[src/dsm_consts.svh]
// Bit positions, widths and reset values for the dual synthesizer mode control
`ifndef DSM_CONSTS_SVH
`define DSM_CONSTS_SVH

// Serial word: 22 bits, data in [21:2], word select in [1:0]
`define DSM_SR_W         22
`define DSM_DATA_MSB     21
`define DSM_DATA_LSB     2
`define DSM_WORD_W       20
`define DSM_WSEL_HI      1
`define DSM_WSEL_LO      0

// Word select codes
`define DSM_WSEL_AUX_REF 2'h0
`define DSM_WSEL_MAIN_REF 2'h1
`define DSM_WSEL_AUX_DIV 2'h2
`define DSM_WSEL_MAIN_DIV 2'h3

// Loop indices
`define DSM_AUX          0
`define DSM_MAIN         1

// Reference word fields, positions inside the 20-bit latched word
`define DSM_R_CNT_W      15
`define DSM_R_CNT_LSB    0
`define DSM_R_CNT_MSB    14
`define DSM_POL_BIT      15
`define DSM_CUR_BIT      16
`define DSM_FLT_BIT      17
`define DSM_LOCK_BIT     18
`define DSM_FUNC_BIT     19

// Divider word fields: swallow, main counter, prescaler select (0 = 64/65, 1 = 128/129), powerdown
`define DSM_A_CNT_W      7
`define DSM_A_CNT_LSB    0
`define DSM_A_CNT_MSB    6
`define DSM_B_CNT_W      11
`define DSM_B_CNT_LSB    7
`define DSM_B_CNT_MSB    17
`define DSM_PSC_BIT      18
`define DSM_PWD_BIT      19

// Reset values
`define DSM_WORD_RST     20'h00000
`define DSM_SR_RST       22'h000000

`endif

[src/dsm_pkg.sv]
// Types shared by the dual synthesizer mode control
package dsm_pkg;

  // Status pin function decoded from the lock-detect and function-output bits
  typedef enum logic [3:0] {
    dsm_st_off, dsm_st_lock_aux, dsm_st_lock_main, dsm_st_lock_both,
    dsm_st_ref_aux, dsm_st_ref_main, dsm_st_fb_aux, dsm_st_fb_main,
    dsm_st_damp_sw, dsm_st_rst_aux, dsm_st_rst_main, dsm_st_rst_both
  } dsm_status_t;

  // Per-loop power state
  typedef enum logic [1:0] {
    dsm_pwr_up, dsm_pwr_wait, dsm_pwr_down
  } dsm_pwr_t;

endpackage : dsm_pkg

[src/dsm_prog_div.sv]
// Programmable binary divider: one terminal pulse every ratio ticks
`timescale 1ns/1ps
module dsm_prog_div #(
  parameter int W = 15
) (
  input  wire logic         ref_clk_in,
  input  wire logic         reset_n_in,
  input  wire logic         hold_in,
  input  wire logic         tick_in,
  input  wire logic [W-1:0] ratio_in,
  output logic              tc_out
);

  logic [W-1:0] count;
  logic [W-1:0] next_count;
  logic         next_tc;

  // Count down from the ratio; hold parks the counter in its load state
  always_comb begin
    next_count = count;
    next_tc    = 1'b0;
    if (hold_in) begin
      next_count = ratio_in;
    end else if (tick_in) begin
      if (count <= W'(1)) begin
        next_count = ratio_in; // New ratio is picked up at the cycle boundary
        next_tc    = 1'b1;
      end else begin
        next_count = count - W'(1);
      end
    end
  end

  always_ff @(posedge ref_clk_in or negedge reset_n_in) begin
    if (!reset_n_in) begin
      count  <= '0;
      tc_out <= 1'b0;
    end else begin
      count  <= next_count;
      tc_out <= next_tc;
    end
  end
endmodule : dsm_prog_div

[src/dsm_mode_ctrl.sv]
// Dual synthesizer mode control: serial load, dividers, powerdown and status pin
//
// Behaviour
// - Feedback divides by prescaler modulus times main count plus swallow count.
// - Reference counter is a 15-bit divider for ratios 3 to 32767.
// - Prescaler bit low selects 64/65, high selects 128/129.
// - Reference word mode bits go to aux loop for 00, main loop for 01.
// - Polarity bit low gives negative, high gives positive phase detector sense.
// - Powerdown bit low keeps the loop up, high powers it down.
// - All select bits zero disables the status pin, driven low.
// - Function bits low: status pin shows lock of selected loop or loops.
// - Lock mode: pin high while locked, with narrow low pulses.
// - Combined lock mode shows lock only when both loops are locked.
// - Aux lock bit low, one function bit high: show that reference divider.
// - Aux lock bit high, one function bit high: show that feedback divider.
// - Lock bits low, function bits high: open-drain ground while pump current high.
// - Only aux lock bit set in reset mode: aux counters reset, pump floats.
// - Only main lock bit set in reset mode: main counters reset, pump floats.
// - All four bits high: every counter reset, both pumps float.
// - Shift 22 bits MSB first on rising clock; latch on rising load strobe.
// - Word select 00/01/10/11 routes to aux ref, main ref, aux div, main div.
// - Float bit floats the pump; with powerdown it forces immediate powerdown.
// - Powerdown is immediate if float set at load, else waits for idle pump.
`timescale 1ns/1ps
`include "dsm_consts.svh"
module dsm_mode_ctrl (
  input  wire logic       ref_clk_in,
  input  wire logic       reset_n_in,
  input  wire logic       ser_clk_in,
  input  wire logic       ser_data_in,
  input  wire logic       load_strobe_in,
  input  wire logic [1:0] presc_pulse_in,
  output logic      [1:0] mod_ctl_out,
  output logic      [1:0] prescaler_sel_out,
  output logic      [1:0] pump_src_out,
  output logic      [1:0] pump_snk_out,
  output logic      [1:0] pump_float_out,
  output logic      [1:0] pump_current_sel_out,
  output logic      [1:0] powerdown_out,
  output logic            osc_enable_out,
  output logic            status_mux_pin_out,
  output logic            status_mux_pin_oe_out
);

  // Pin synchronisers: first stage read only by the second
  logic [2:0] ser_clk_sync;
  logic [1:0] ser_data_sync;
  logic [2:0] load_sync;
  logic [1:0] presc_meta;
  logic [1:0] presc_sync;
  logic [1:0] presc_last;

  always_ff @(posedge ref_clk_in or negedge reset_n_in) begin
    if (!reset_n_in) begin
      ser_clk_sync  <= 3'h0;
      ser_data_sync <= 2'h0;
      load_sync     <= 3'h0;
      presc_meta    <= 2'h0;
      presc_sync    <= 2'h0;
      presc_last    <= 2'h0;
    end else begin
      ser_clk_sync  <= {ser_clk_sync[1:0], ser_clk_in};
      ser_data_sync <= {ser_data_sync[0], ser_data_in};
      load_sync     <= {load_sync[1:0], load_strobe_in};
      presc_meta    <= presc_pulse_in;
      presc_sync    <= presc_meta;
      presc_last    <= presc_sync;
    end
  end

  logic       clk_rise;
  logic       load_rise;
  logic [1:0] presc_edge;
  assign clk_rise   = ser_clk_sync[1] & ~ser_clk_sync[2];
  assign load_rise  = load_sync[1] & ~load_sync[2];
  assign presc_edge = presc_sync & ~presc_last;

  // Shift register and the four latches
  logic [`DSM_SR_W-1:0]        shift;
  logic [`DSM_SR_W-1:0]        next_shift;
  logic [1:0][`DSM_WORD_W-1:0] ref_word;
  logic [1:0][`DSM_WORD_W-1:0] div_word;
  logic [1:0][`DSM_WORD_W-1:0] next_ref_word;
  logic [1:0][`DSM_WORD_W-1:0] next_div_word;
  logic [1:0]                  wsel;
  logic [`DSM_WORD_W-1:0]      data_field;
  assign wsel       = {shift[`DSM_WSEL_HI], shift[`DSM_WSEL_LO]};
  assign data_field = shift[`DSM_DATA_MSB:`DSM_DATA_LSB];

  // Latches only move on the strobe, so half-shifted words never reach the loops
  always_comb begin
    next_shift    = shift;
    next_ref_word = ref_word;
    next_div_word = div_word;
    if (clk_rise) begin
      next_shift = {shift[`DSM_SR_W-2:0], ser_data_sync[1]};
    end
    if (load_rise) begin
      case (wsel)
        `DSM_WSEL_AUX_REF:  next_ref_word[`DSM_AUX]  = data_field;
        `DSM_WSEL_MAIN_REF: next_ref_word[`DSM_MAIN] = data_field;
        `DSM_WSEL_AUX_DIV:  next_div_word[`DSM_AUX]  = data_field;
        `DSM_WSEL_MAIN_DIV: next_div_word[`DSM_MAIN] = data_field;
        default:            next_shift = shift;
      endcase
    end
  end

  always_ff @(posedge ref_clk_in or negedge reset_n_in) begin
    if (!reset_n_in) begin
      shift    <= `DSM_SR_RST;
      ref_word <= {2{`DSM_WORD_RST}};
      div_word <= {2{`DSM_WORD_RST}};
    end else begin
      shift    <= next_shift;
      ref_word <= next_ref_word;
      div_word <= next_div_word;
    end
  end

  // Status pin function decode; every pattern listed, default kept as a guard
  function automatic dsm_pkg::dsm_status_t decode_status(input logic [3:0] sel);
    case (sel) inside
      4'b0000: decode_status = dsm_pkg::dsm_st_off;
      4'b0100: decode_status = dsm_pkg::dsm_st_lock_aux;
      4'b1000: decode_status = dsm_pkg::dsm_st_lock_main;
      4'b1100: decode_status = dsm_pkg::dsm_st_lock_both;
      4'b?001: decode_status = dsm_pkg::dsm_st_ref_aux;
      4'b?010: decode_status = dsm_pkg::dsm_st_ref_main;
      4'b?101: decode_status = dsm_pkg::dsm_st_fb_aux;
      4'b?110: decode_status = dsm_pkg::dsm_st_fb_main;
      4'b0011: decode_status = dsm_pkg::dsm_st_damp_sw;
      4'b0111: decode_status = dsm_pkg::dsm_st_rst_aux;
      4'b1011: decode_status = dsm_pkg::dsm_st_rst_main;
      4'b1111: decode_status = dsm_pkg::dsm_st_rst_both;
      default: decode_status = dsm_pkg::dsm_st_off;
    endcase
  endfunction : decode_status

  dsm_pkg::dsm_status_t status_mode;
  assign status_mode = decode_status({ref_word[`DSM_MAIN][`DSM_LOCK_BIT], ref_word[`DSM_AUX][`DSM_LOCK_BIT],
                                      ref_word[`DSM_MAIN][`DSM_FUNC_BIT], ref_word[`DSM_AUX][`DSM_FUNC_BIT]});

  // Counter reset requests from the status select modes
  logic [1:0] cnt_reset;
  assign cnt_reset[`DSM_AUX]  = (status_mode == dsm_pkg::dsm_st_rst_aux) ||
                                (status_mode == dsm_pkg::dsm_st_rst_both);
  assign cnt_reset[`DSM_MAIN] = (status_mode == dsm_pkg::dsm_st_rst_main) ||
                                (status_mode == dsm_pkg::dsm_st_rst_both);

  logic [1:0]            hold_cnt;
  logic [1:0]            ref_pulse;
  logic [1:0]            fb_pulse;
  logic [1:0]            pd_up;
  logic [1:0]            pd_dn;
  logic [1:0]            locked;
  dsm_pkg::dsm_pwr_t     pwr_state [2];

  // Per-loop dividers, phase detector, pump drive and power sequencing
  for (genvar i = 0; i < 2; i++) begin : g_loop
    logic [`DSM_A_CNT_W-1:0] swallow_left;
    logic [`DSM_A_CNT_W-1:0] next_swallow_left;
    logic                    next_up;
    logic                    next_dn;
    logic                    div_load;
    dsm_pkg::dsm_pwr_t       next_pwr;

    assign hold_cnt[i] = cnt_reset[i] || (pwr_state[i] == dsm_pkg::dsm_pwr_down);
    assign locked[i]   = ~(pd_up[i] | pd_dn[i]);
    assign div_load    = load_rise && (wsel == {1'b1, 1'(i)});

    // Reference counter counts the reference clock itself
    dsm_prog_div #(.W(`DSM_R_CNT_W)) u_ref_div (
      .ref_clk_in (ref_clk_in),
      .reset_n_in (reset_n_in),
      .hold_in    (hold_cnt[i]),
      .tick_in    (1'b1),
      .ratio_in   (ref_word[i][`DSM_R_CNT_MSB:`DSM_R_CNT_LSB]),
      .tc_out     (ref_pulse[i])
    );

    // Main counter counts prescaler output cycles
    dsm_prog_div #(.W(`DSM_B_CNT_W)) u_main_div (
      .ref_clk_in (ref_clk_in),
      .reset_n_in (reset_n_in),
      .hold_in    (hold_cnt[i]),
      .tick_in    (presc_edge[i]),
      .ratio_in   (div_word[i][`DSM_B_CNT_MSB:`DSM_B_CNT_LSB]),
      .tc_out     (fb_pulse[i])
    );

    // Swallow count: first A prescaler cycles of each frame use modulus P+1
    always_comb begin
      next_swallow_left = swallow_left;
      next_up           = (pd_up[i] | ref_pulse[i]);
      next_dn           = (pd_dn[i] | fb_pulse[i]);
      if (hold_cnt[i] || fb_pulse[i]) begin
        next_swallow_left = div_word[i][`DSM_A_CNT_MSB:`DSM_A_CNT_LSB];
      end else if (presc_edge[i] && (swallow_left != '0)) begin
        next_swallow_left = swallow_left - `DSM_A_CNT_W'(1);
      end
      if ((next_up && next_dn) || hold_cnt[i]) begin
        next_up = 1'b0; // Both edges seen: detector resets, pump goes idle
        next_dn = 1'b0;
      end
    end

    // Powerdown: floating pump at load time makes it immediate
    always_comb begin
      next_pwr = pwr_state[i];
      case (pwr_state[i])
        dsm_pkg::dsm_pwr_up, dsm_pkg::dsm_pwr_wait, dsm_pkg::dsm_pwr_down: begin
          if (div_load) begin
            if (!data_field[`DSM_PWD_BIT]) begin
              next_pwr = dsm_pkg::dsm_pwr_up;
            end else if (ref_word[i][`DSM_FLT_BIT]) begin
              next_pwr = dsm_pkg::dsm_pwr_down;
            end else begin
              next_pwr = dsm_pkg::dsm_pwr_wait;
            end
          end else if ((pwr_state[i] == dsm_pkg::dsm_pwr_wait) && locked[i]) begin
            next_pwr = dsm_pkg::dsm_pwr_down;
          end
        end
        default: next_pwr = dsm_pkg::dsm_pwr_up;
      endcase
    end

    // Pump polarity swaps source and sink; float covers the float bit, counter reset and powerdown
    always_ff @(posedge ref_clk_in or negedge reset_n_in) begin
      if (!reset_n_in) begin
        swallow_left            <= '0;
        pd_up[i]                <= 1'b0;
        pd_dn[i]                <= 1'b0;
        pwr_state[i]            <= dsm_pkg::dsm_pwr_up;
        mod_ctl_out[i]          <= 1'b0;
        prescaler_sel_out[i]    <= 1'b0;
        pump_src_out[i]         <= 1'b0;
        pump_snk_out[i]         <= 1'b0;
        pump_float_out[i]       <= 1'b0;
        pump_current_sel_out[i] <= 1'b0;
        powerdown_out[i]        <= 1'b0;
      end else begin
        swallow_left            <= next_swallow_left;
        pd_up[i]                <= next_up;
        pd_dn[i]                <= next_dn;
        pwr_state[i]            <= next_pwr;
        mod_ctl_out[i]          <= (next_swallow_left != '0);
        prescaler_sel_out[i]    <= div_word[i][`DSM_PSC_BIT];
        pump_src_out[i]         <= ref_word[i][`DSM_POL_BIT] ? next_up : next_dn;
        pump_snk_out[i]         <= ref_word[i][`DSM_POL_BIT] ? next_dn : next_up;
        pump_float_out[i]       <= ref_word[i][`DSM_FLT_BIT] || cnt_reset[i] ||
                                   (next_pwr == dsm_pkg::dsm_pwr_down);
        pump_current_sel_out[i] <= ref_word[i][`DSM_CUR_BIT];
        powerdown_out[i]        <= (next_pwr == dsm_pkg::dsm_pwr_down);
      end
    end
  end : g_loop

  // Status pin mux; only the damping switch mode releases the pin (open drain)
  logic next_pin;
  logic next_pin_oe;
  always_comb begin
    next_pin    = 1'b0;
    next_pin_oe = 1'b1;
    case (status_mode)
      dsm_pkg::dsm_st_lock_aux:  next_pin = locked[`DSM_AUX];
      dsm_pkg::dsm_st_lock_main: next_pin = locked[`DSM_MAIN];
      dsm_pkg::dsm_st_lock_both: next_pin = locked[`DSM_AUX] & locked[`DSM_MAIN];
      dsm_pkg::dsm_st_ref_aux:   next_pin = ref_pulse[`DSM_AUX];
      dsm_pkg::dsm_st_ref_main:  next_pin = ref_pulse[`DSM_MAIN];
      dsm_pkg::dsm_st_fb_aux:    next_pin = fb_pulse[`DSM_AUX];
      dsm_pkg::dsm_st_fb_main:   next_pin = fb_pulse[`DSM_MAIN];
      dsm_pkg::dsm_st_damp_sw:   next_pin_oe = ref_word[`DSM_MAIN][`DSM_CUR_BIT];
      default:                  next_pin = 1'b0;
    endcase
  end

  // Oscillator stops only when both loops are down
  always_ff @(posedge ref_clk_in or negedge reset_n_in) begin
    if (!reset_n_in) begin
      status_mux_pin_out    <= 1'b0;
      status_mux_pin_oe_out <= 1'b1;
      osc_enable_out        <= 1'b1;
    end else begin
      status_mux_pin_out    <= next_pin;
      status_mux_pin_oe_out <= next_pin_oe;
      osc_enable_out        <= (pwr_state[0] != dsm_pkg::dsm_pwr_down) || (pwr_state[1] != dsm_pkg::dsm_pwr_down);
    end
  end
endmodule : dsm_mode_ctrl

[config.mk]
export PLATFORM = sky130hd
export DESIGN_NAME = dsm_mode_ctrl
export DESIGN_NICKNAME = d
export VERILOG_FILES = /design/src/dsm_pkg.sv /design/src/dsm_prog_div.sv /design/src/dsm_mode_ctrl.sv
export VERILOG_INCLUDE_DIRS = /design/src
export SDC_FILE = /design/constraint.sdc
export NUM_CORES = 1
export LEC_CHECK = 0
export ABC_AREA = 0
export ABC_CLOCK_PERIOD_IN_PS = 2100
export BUFFER_PORTS_ARGS = -buffer_cell sky130_fd_sc_hd__buf_2
export CAP_MARGIN = 40
export CORE_MARGIN = 2
export CORE_UTILIZATION = 45
export CTS_BUF_LIST = sky130_fd_sc_hd__clkbuf_2
export CTS_CLUSTER_SIZE = 14
export DETAILED_ROUTE_END_ITERATION = 16
export PLACE_DENSITY = 0.73
export SLEW_MARGIN = 5
export SYNTH_ARGS = -nofsm -noshare
export SYNTH_HDL_FRONTEND = slang
export SYNTH_SLANG_ARGS = --single-unit
export TNS_END_PERCENT = 5
[constraint.sdc]
create_clock -name ref_clk_in -period 2.1 [get_ports ref_clk_in]
set_clock_uncertainty 0.15 [all_clocks]
set_input_delay 0.21 -clock ref_clk_in [delete_from_list [all_inputs] [get_ports ref_clk_in]]
set_output_delay 0.21 -clock ref_clk_in [all_outputs]
set_load 0.02 [all_outputs]
### Yosys cells after proc, flatten, opt, wreduce, memory -nomap -nowiden

Cells that the tools add are included.

* add/sub/neg operators: 6
* magnitude comparators: 4
* eq/ne operators: 33
* muxes and demuxes: 56
* bitwise logic cells: 15
* reduce and logical (&&, ||, !) cells: 37

Operators by type and width (count)
* $mux W11: 6
* $mux W15: 4
* $mux W4: 12
* $eq A4 B4 Y1 const B: 8
* $le A15 B1 Y1 const B: 2
* $sub A15 B1 Y15 const B: 2
* $mux W7: 4
* $reduce_bool A7 Y1: 4
* $eq A4 B3 Y1 const B: 6
* $le A11 B1 Y1 const B: 2
* $sub A11 B1 Y11 const B: 2
* $mux W2: 10
* $mux W1: 19
* $sub A7 B1 Y7 const B: 2
* $logic_or A1 B1 Y1: 13
* $eq A2 B2 Y1 const B: 6
* $eq A4 B2 Y1 const B: 3
* $logic_and A1 B1 Y1: 8
* $reduce_and A2 Y1: 4
* $pmux W1 S7: 1
* $eq A2 B1 Y1 const B: 3
* $eq A3 B3 Y1 const B: 2
* $logic_not A2 Y1: 3
* $or A1 B1 Y1: 6
* other kinds (11): 19

* register bits after elaboration: 209
* bits of input ports: 7
* output and inout port bits: 17
* word-level logic and storage cells: 195

### Depth between registers and ports, before layout

Gate-level depths: netlist of run 1.

* word-level depth: 19
* mapped depth: 9
* gate-level depth less buffers: 8

### Hierarchy

From an unflattened synthesis of run 1, not the netlist that was laid out.

* cell total of the unflattened synthesis: 915
* area, all modules: 10129.7 um2

By module, submodules not included
* dsm_mode_ctrl: times used 1, cells an instance 467, area an instance 6153.4 um2, seq. area each 3831.2 um2
* dsm_prog_div (g_loop[0].u_main_div ...): times used 2, cells an instance 93, area an instance 860.8 um2, seq. area each 300.3 um2
* dsm_prog_div (g_loop[1].u_ref_div): times used 1, cells an instance 131, area an instance 1142.3 um2, seq. area each 400.4 um2
* dsm_prog_div (g_loop[0].u_ref_div): times used 1, cells an instance 131, area an instance 1112.3 um2, seq. area each 400.4 um2

### Worst setup path before layout of run 1

Ideal clock, no wire load.

* kind: reg2reg
* from: reg g_loop[0].swallow_left[0]
* to: reg mod_ctl_out[0]
* setup time: 0.133 ns
* arrival time: 1.955 ns
* required time: 1.817 ns
* slack: -0.138 ns
* cell stages (with the launch flop): 9
* buffers on the path: 0
* clock period less this slack: 2.238 ns
* path through: dfrtp_1 > inv_1 > ha_1 > nor4b_1 > nor4_1 > xor2_1 > mux2_2 > nor3_1 > nand4bb_1

* cells in the longest elaborated chain, start to end: 5
* elaborated cells on any way between the ends: 6
* classes of those cells: 1 x add/sub; 2 x mux; 3 x reduce/logical

RTL lines
* from (decl): RTL line dsm_mode_ctrl.sv:161 `` logic [`DSM_A_CNT_W-1:0] swallow_left; ``
* from (signal assigned): RTL line dsm_mode_ctrl.sv:244 `swallow_left <= next_swallow_left;`
* parallel branches: the longest is 2 deep, another holds $sub A7 B1 Y7
* $mux W7 (*): RTL line dsm_mode_ctrl.sv:199 `end else if (presc_edge[i] && (swallow_left != '0)) begin`
* $mux W7 (*): RTL line dsm_mode_ctrl.sv:197 `if (hold_cnt[i] || fb_pulse[i]) begin`
* named net g_loop[0].next_swallow_left[5]: RTL line dsm_mode_ctrl.sv:162 `` logic [`DSM_A_CNT_W-1:0] next_swallow_left; ``
* $reduce_bool A7 Y1 (*): RTL line dsm_mode_ctrl.sv:248 `mod_ctl_out[i] <= (next_swallow_left != '0);`
* to (signal, indexed assignment): RTL line dsm_mode_ctrl.sv:248
* to (decl): RTL line dsm_mode_ctrl.sv:33 `output logic [1:0] mod_ctl_out,`

Mark *: on every way through the listed nets, which the timed path passes.
A chain may end at the register's enable or synchronous reset.

### Worst setup path after layout of run 1

* from: reg g_loop[0].swallow_left[1]
* to: reg mod_ctl_out[0]

Same word-level chain as after synthesis.

==> out/results.txt, run 1 <==
Global route overflow - 0
Count of cell types in the netlist - 58
First-pass GRT wire length - 32,300 um
Via density - 5.25
Synth-to-Final Area Change - 20.5%
Chip Height - 146 um
Failing checks - negative setup slack
Startpoint Class - flop
Clk sinks - 209
Reg clk slew, reported paths - 0.11 ns
RSZ-0062 raised after global routing - true
Worst Hold Class - flop to flop
Routed len/inst - 15.4 um
Crit path time final - 2.26 ns
Req. time, crit path - 2.61 ns
I/O pin count - 24
I/O Buffers - 23
Critical Path AT - 2.77 ns
Status - finished, violations left
Fin worst setup slack - -0.163 ns
Critical Path Fanout Max - 3
Crit Path Category - flop to flop
Post-route ant nets - 0
Syn Std Cell Area - 9100 um^2
Total clock buffers created by CTS - 53
CTS root buf - clkbuf_2
Finished Core Util - 54.7%
Top FF cell, synth - dfrtp_1
Cell Pwr Density - 1350 nW/um^2
#FFs+latches synth - 209
H-tree Lvls - 2
Fin crit share - 108%
Drt initial violations - 364
Vias in the first global route - 6,554
LEAKAGE - 5.06 nW
Worst-Skew Late Latency - 0.82 ns
Max VDD drop - 457 uV
Non-Filler Instances - 1,236
Yosys warning total - 0
Slew @ Worst Pin - 0.438 ns
Share of layout cells above drive strength 1 - 35.7%
Core area - 20,000 um^2
Rel. slew slack - 70.5%
Dpl hpwl - 12,300 um
Die W - 146 um
Final Max Tran Viols - 0
Initial core utilization - 45.4%
Die Area - 21,400 um^2
Post-synth ARST share - 100%
Post-route cell area - 11,000 um^2
Max clock buf depth - 3
Gate Count Post-Synth - 788
Via count - 6,484
DR DRC count - 0
Post-place setup slack - -0.236 ns
Worst hold slack - 0.190 ns
Final Hold Vio Count - 0
MaxCap Viol Count - 0
Initial antenna violation count - 0
Placed cell count - 1,124
Area after DPL - 10,100 um^2
GR Util All Layers - 18.6%
Nets@finish - 947
RePlAce Congestion - 0.846
DRT Pass-1 Iters - 5
Cell row count - 52
Routed WL - 19,000 um
# diodes - 0
Largest net degree at the start of global routing - 51
FMAX - 0.442 GHz
Syn_area_per_cell - 11.5 um^2
Post-synth EDFFs - 0
Post-synth net total - 807
Sequential-to-total area share from yosys stat - 57.5%
CP Capture Type - flop
Final setup viols - 14
TritonCTS clock tree - built
==> state kept, by name (all words and copies together), names as in the netlist, 3 cells and up <==
signal	count
load_sync	3
g_loop.u_ref_div.count	30
shift	22
g_loop.swallow_left	14
g_loop.u_main_div.count	22
pwr_state	4
ser_clk_sync	3
ref_word	40
div_word	38
==> what timing repair did <==
item | 4_1_cts | 5_1_grt
buffers inserted | 2 | 3
cloned | 2 | 0
endpoints found under the hold margin | 214 | 0
pin swaps | 9 | 7
endpoints found under the setup margin | 33 | 49
hold buffers | 13 | 0
gates resized for setup | 30 | 34
==> stage by stage <==
stage                     setup TNS, ns  total power [mW]
after floorplan                   -1.69              9.68
after global routing              -1.79              16.0
after global placement            -1.60              11.5
after detailed placement          -2.72              11.7
after CTS                        -0.639              14.6
final                            -0.383              14.8
==> power by group <==
part | total (mW) | leakage [nW] | switching [mW] | internal [mW]
clock | 2.66 | 0.345 | 1.62 | 1.05
sequential | 6.35 | 2.69 | 1.08 | 5.27
combinational | 5.81 | 2.03 | 2.95 | 2.86
==> critical path, cell delays in order (launching register included) <==
cell and delay [ns]:
dfrtp_1 0.42, buf_4 0.15, or4b_4 0.49, buf_6 0.15
o21ai_4 0.13, o41ai_2 0.09, mux2_4 0.28, nor3_4 0.18
nand4bb_1 0.11
==> final timing paths <==
path	startpoint	to	slack (ns)	cells after the start
setup / recovery	g_loop[0].swallow_left[1]	mod_ctl_out[0]	-0.16	8
hold reg to reg	presc_meta[1]	presc_sync[1]	0.19	0
hold / removal	presc_meta[1]	presc_sync[1]	0.19	0
max in group asynchronous	reset_n_in	shift[7]	1.07	4
min in group asynchronous	reset_n_in	g_loop[1].u_main_div.count[4]	0.41	4
setup reg to reg	g_loop[0].swallow_left[1]	mod_ctl_out[0]	-0.16	8
==> synthesized netlist by cell type (3+ instances only) <==
cell      instances  area, um^2
xnor2_1          19         166
mux2i_1           5        50.1
clkbuf_1         27         101
ha_1             12         150
nor4_1           15        93.8
a21oi_1          41         205
o31ai_1           3        22.5
nor2_1           67         251
or2_2             5        31.3
o211ai_1          3        22.5
a221oi_1          4        35.0
inv_1            16        60.1
xor2_1            7        61.3
dfrtp_1         207        5180
or3_1             6        37.5
o21ai_0          57         285
o311ai_0          4        35.0
nor2b_1           7        43.8
nand2b_1          3        18.8
nor3_1           26         130
and2_1            3        18.8
mux2_2          108        1220
a31oi_1           8        50.1
or4_1             5        37.5
nand3_1          15        75.1
o21a_1            3        22.5
a211oi_1          5        37.5
nand2_1          65         244
nor3b_1           4        30.0
==> per-layer routing <==
| metal | track usage, % | vias to the layer above | part of all wire [%] |
|---|---|---|---|
| met5 | 0 | - | 0 |
| met4 | 7.52 | 0 | 2.3 |
| met1 | 23.8 | 3185 | 44 |
| li1 | - | 3125 | - |
| met3 | 4.03 | 42 | 4.0 |
| met2 | 30.9 | 132 | 50 |
==> cell families after synthesis <==
logic type / after synthesis / synth area share [%]
simple gates: 237 / 12.7
flops: 209 / 57.5
compound gates: 145 / 9.50
mux: 113 / 13.9
buf+inv: 46 / 2.19
xor+xnor: 26 / 2.50
fa+ha+maj: 12 / 1.65
==> cell usage in the layout, fill, tap and decap left out, types with 5 or more instances in the layout <==
cell type	count
clkbuf_2	71
dfrtp_1	205
xnor2_1	19
ha_1	10
buf_12	7
nand2_1	63
a31oi_1	6
buf_4	65
mux2_2	106
xor2_1	7
o21ai_0	52
buf_6	5
nor4_1	11
nor2b_1	5
inv_1	13
nand3_1	15
nor2_1	57
a211oi_1	5
or3_1	5
nor3_1	23
dlygate4sd3_1	12
clkinv_1	18
nor2_2	10
mux2i_1	5
or2_2	5
buf_2	22
a21oi_1	39
==> area by class of cell <==
cell class | instances | area, um^2
Clock buffer | 71 | 355
Inverter | 16 | 60.1
Clock inverter | 22 | 115
Sequential cell | 209 | 5240
Timing Repair Buffer | 113 | 956
Fill cell | 1739 | 9080
Multi-Input combinational cell | 535 | 3900
Tap cell | 270 | 338
Power figures use the tool's default switching activity.
==> run 2, diff against run 1 <==
- SETUP_SLACK_MARGIN: not set -> 0.4
==> run 2 against run 1 <==
Against the previous run: the flow still finishes with violations (negative setup slack); design area increased by 3.3%; register-to-register slack improved by 0.03 ns; hold slack improved by 0.014 ns.
==> out/results.txt, run 2 (synthesis gave the netlist of run 1 again) <==
Fin crit share - 106% (-1.5 points)
First-pass GRT wire length - 33,600 um (+4.2%)
Commonest non-fill, non-tap cell in the layout - dfrtp_1
FMAX - 0.448 GHz (+1.4%)
Clock share of power - 16.5% (-1.4 points)
Final Max Tran Viols - 0 (unchanged)
Clk sinks - 209 (unchanged)
Sw Share - 39.1% (+0.99 points)
Max VDD drop - 543 uV (+19%)
Initial core utilization - 45.4% (unchanged)
Startpoint Class - flop
MaxCap Viol Count - 0 (unchanged)
Die W - 146 um (unchanged)
Top Registers - ref_word: 40 flops, div_word: 38 flops, g_loop.u_ref_div.count: 30 flops
H-tree Lvls - 2 (unchanged)
Crit Path Category - flop to flop
Tot Pwr - 15.5 mW (+4.7%)
Post-route ant nets - 0 (unchanged)
Via density - 5.38 (+2.5%)
R2r setup slk - -0.13 ns (+0.03 ns)
# diodes - 0 (unchanged)
Global route overflow - 0 (unchanged)
Vias in the first global route - 6,855 (+4.6%)
CP Capture Type - flop
Largest net degree at the start of global routing - 57 (+12%)
Req. time, crit path - 2.64 ns (+0.03 ns)
Max clock buf depth - 3 (unchanged)
Most frequent cells in the layout - 204 x dfrtp_1, 105 x mux2_2, 76 x clkbuf_2
Cell Pwr Density - 1370 nW/um^2 (+1.4%)
Cell row count - 52 (unchanged)
Slew @ Worst Pin - 0.411 ns (-0.0274 ns)
Via count - 6,585 (+1.6%)
Critical Path AT - 2.77 ns (about the same)
Worst Hold Class - flop to flop
Failing checks - negative setup slack
Initial antenna violation count - 0 (unchanged)
Critical Path Fanout Max - 6 (+3)
Dpl hpwl - 12,500 um (+1.6%)
RSZ-0062 raised after global routing - true
Share of layout cells above drive strength 1 - 40.7% (+5.0 points)
DRT Pass-1 Iters - 4 (-1)
Int Pwr - 9.46 mW (+3.0%)
DR DRC count - 0 (unchanged)
Final setup viols - 17 (+3)
Die Area - 21,400 um^2 (unchanged)
Reg clk slew, reported paths - 0.10 ns (about the same)
I/O Buffers - 23 (unchanged)
Area after DPL - 10,000 um^2 (-0.40%)
Chip Height - 146 um (unchanged)
Largest register FFs - 40 (unchanged)
Routed len/inst - 16.0 um (+4.3%)
Routed WL - 19,600 um (+3.3%)
Core area - 20,000 um^2 (unchanged)
Synth-to-Final Area Change - 24.4%
Post-route cell area - 11,300 um^2 (+3.3%)
TritonCTS clock tree - built
Top reg by flops - ref_word
RePlAce Congestion - 0.843 (-0.39%)
Drt initial violations - 408 (+12%)
Worst-Skew Late Latency - 0.80 ns (-0.02 ns)
Rel. slew slack - 72.6% (+2.0 points)
Crit path time final - 2.23 ns (-0.0315 ns)
LEAKAGE - 5.15 nW (+1.7%)
Final Hold Vio Count - 0 (unchanged)
Status - finished, violations left
Total clock buffers created by CTS - 52 (-1.9%)
CTS root buf - clkbuf_2
GR Util All Layers - 19.3% (+0.73 points)
NetSw - 6.07 mW (+7.4%)
Combinational share of power - 41.8% (+2.6 points)
Fin worst setup slack - -0.132 ns (+0.0315 ns)
Sequential Power Share - 41.7% (-1.1 points)
Nets@finish - 938 (-0.95%)
I/O pin count - 24 (unchanged)
Finished Core Util - 56.5% (+1.8 points)
[run 2: cell types whose count changed in the layout (fill, tap and decap cells not counted), moves of 9 or more]
cell     previous run  this run
nor2_4              0        12
buf_2              22         5
buf_4              65        53
nor2_1             57        45
o21ai_0            52        32
a21oi_2             2        11
buf_6               5        23
a21oi_1            39        30
o21ai_1             2        19
[run 2: what timing repair did]
item                                    4_1_cts  5_1_grt
endpoints found under the hold margin       214        0
pin swaps                                    61        3
endpoints found under the setup margin      170      101
resized for setup                           181       15
cloned                                        2        0
hold buffers                                 12        0
buffers inserted                              3        1
[run 2: layer usage]
metal / track usage [%] / vias to the layer above / routed length [um]
met1: 24.4 / 3268 / 8580
li1: - / 3121 / -
met5: 0 / - / 0
met3: 4.34 / 57 / 792
met2: 32.3 / 139 / 9600
met4: 7.91 / 0 / 659
[run 2: worst max-delay path, cell delays in order (launching register included)]
cell	delay, ns
dfrtp_1	0.40
or4_4	0.55
or4b_4	0.54
and2_4	0.21
buf_12	0.16
nor2_4	0.07
a21oi_1	0.05
[run 2: per-stage QoR]
step	worst slack, ns	setup TNS [ns]	hold slack, ns	instances
after CTS	-0.125	-1.46	0.209	1224
after floorplan	-0.138	-1.69	-0.236	788
final	-0.132	-1.91	0.204	1225
after global routing	-0.227	-3.38	0.219	1225
after detailed placement	-0.249	-2.70	0.0209	1117
after global placement	-0.169	-1.44	0.0213	1117
[run 2: final timing paths]
kind | from | to | depth (start not counted)
hold reg to reg | ser_clk_sync[0] | ser_clk_sync[1] | 0
setup / recovery | g_loop[0].u_ref_div.count[12] | g_loop[0].u_ref_div.count[11] | 6
max in group asynchronous | reset_n_in | ref_word[27] | 4
min in group asynchronous | reset_n_in | g_loop[1].u_main_div.count[7] | 3
setup reg to reg | g_loop[0].u_ref_div.count[12] | g_loop[0].u_ref_div.count[11] | 6
hold / removal | ser_clk_sync[0] | ser_clk_sync[1] | 0
[run 2: cell type report]
cell class	count	area (um^2)
Clock inverter	14	55.1
Multi-Input combinational cell	533	4160
Tap cell	270	338
Fill cell	1669	8720
Clock buffer	76	380
Timing Repair Buffer	107	1090
Sequential cell	209	5240
Inverter	16	62.6
[run 2: power by group through the flow]
stage               Combinational [mW]  Sequential, mW  Clock (mW)
finish                            6.50            6.48        2.55
global route                      7.14            6.65        2.88
CTS                               6.32            6.43        2.64
detailed placement                5.25            6.41           0
global placement                  5.08            6.37           0
floorplan                         3.52            6.17           0
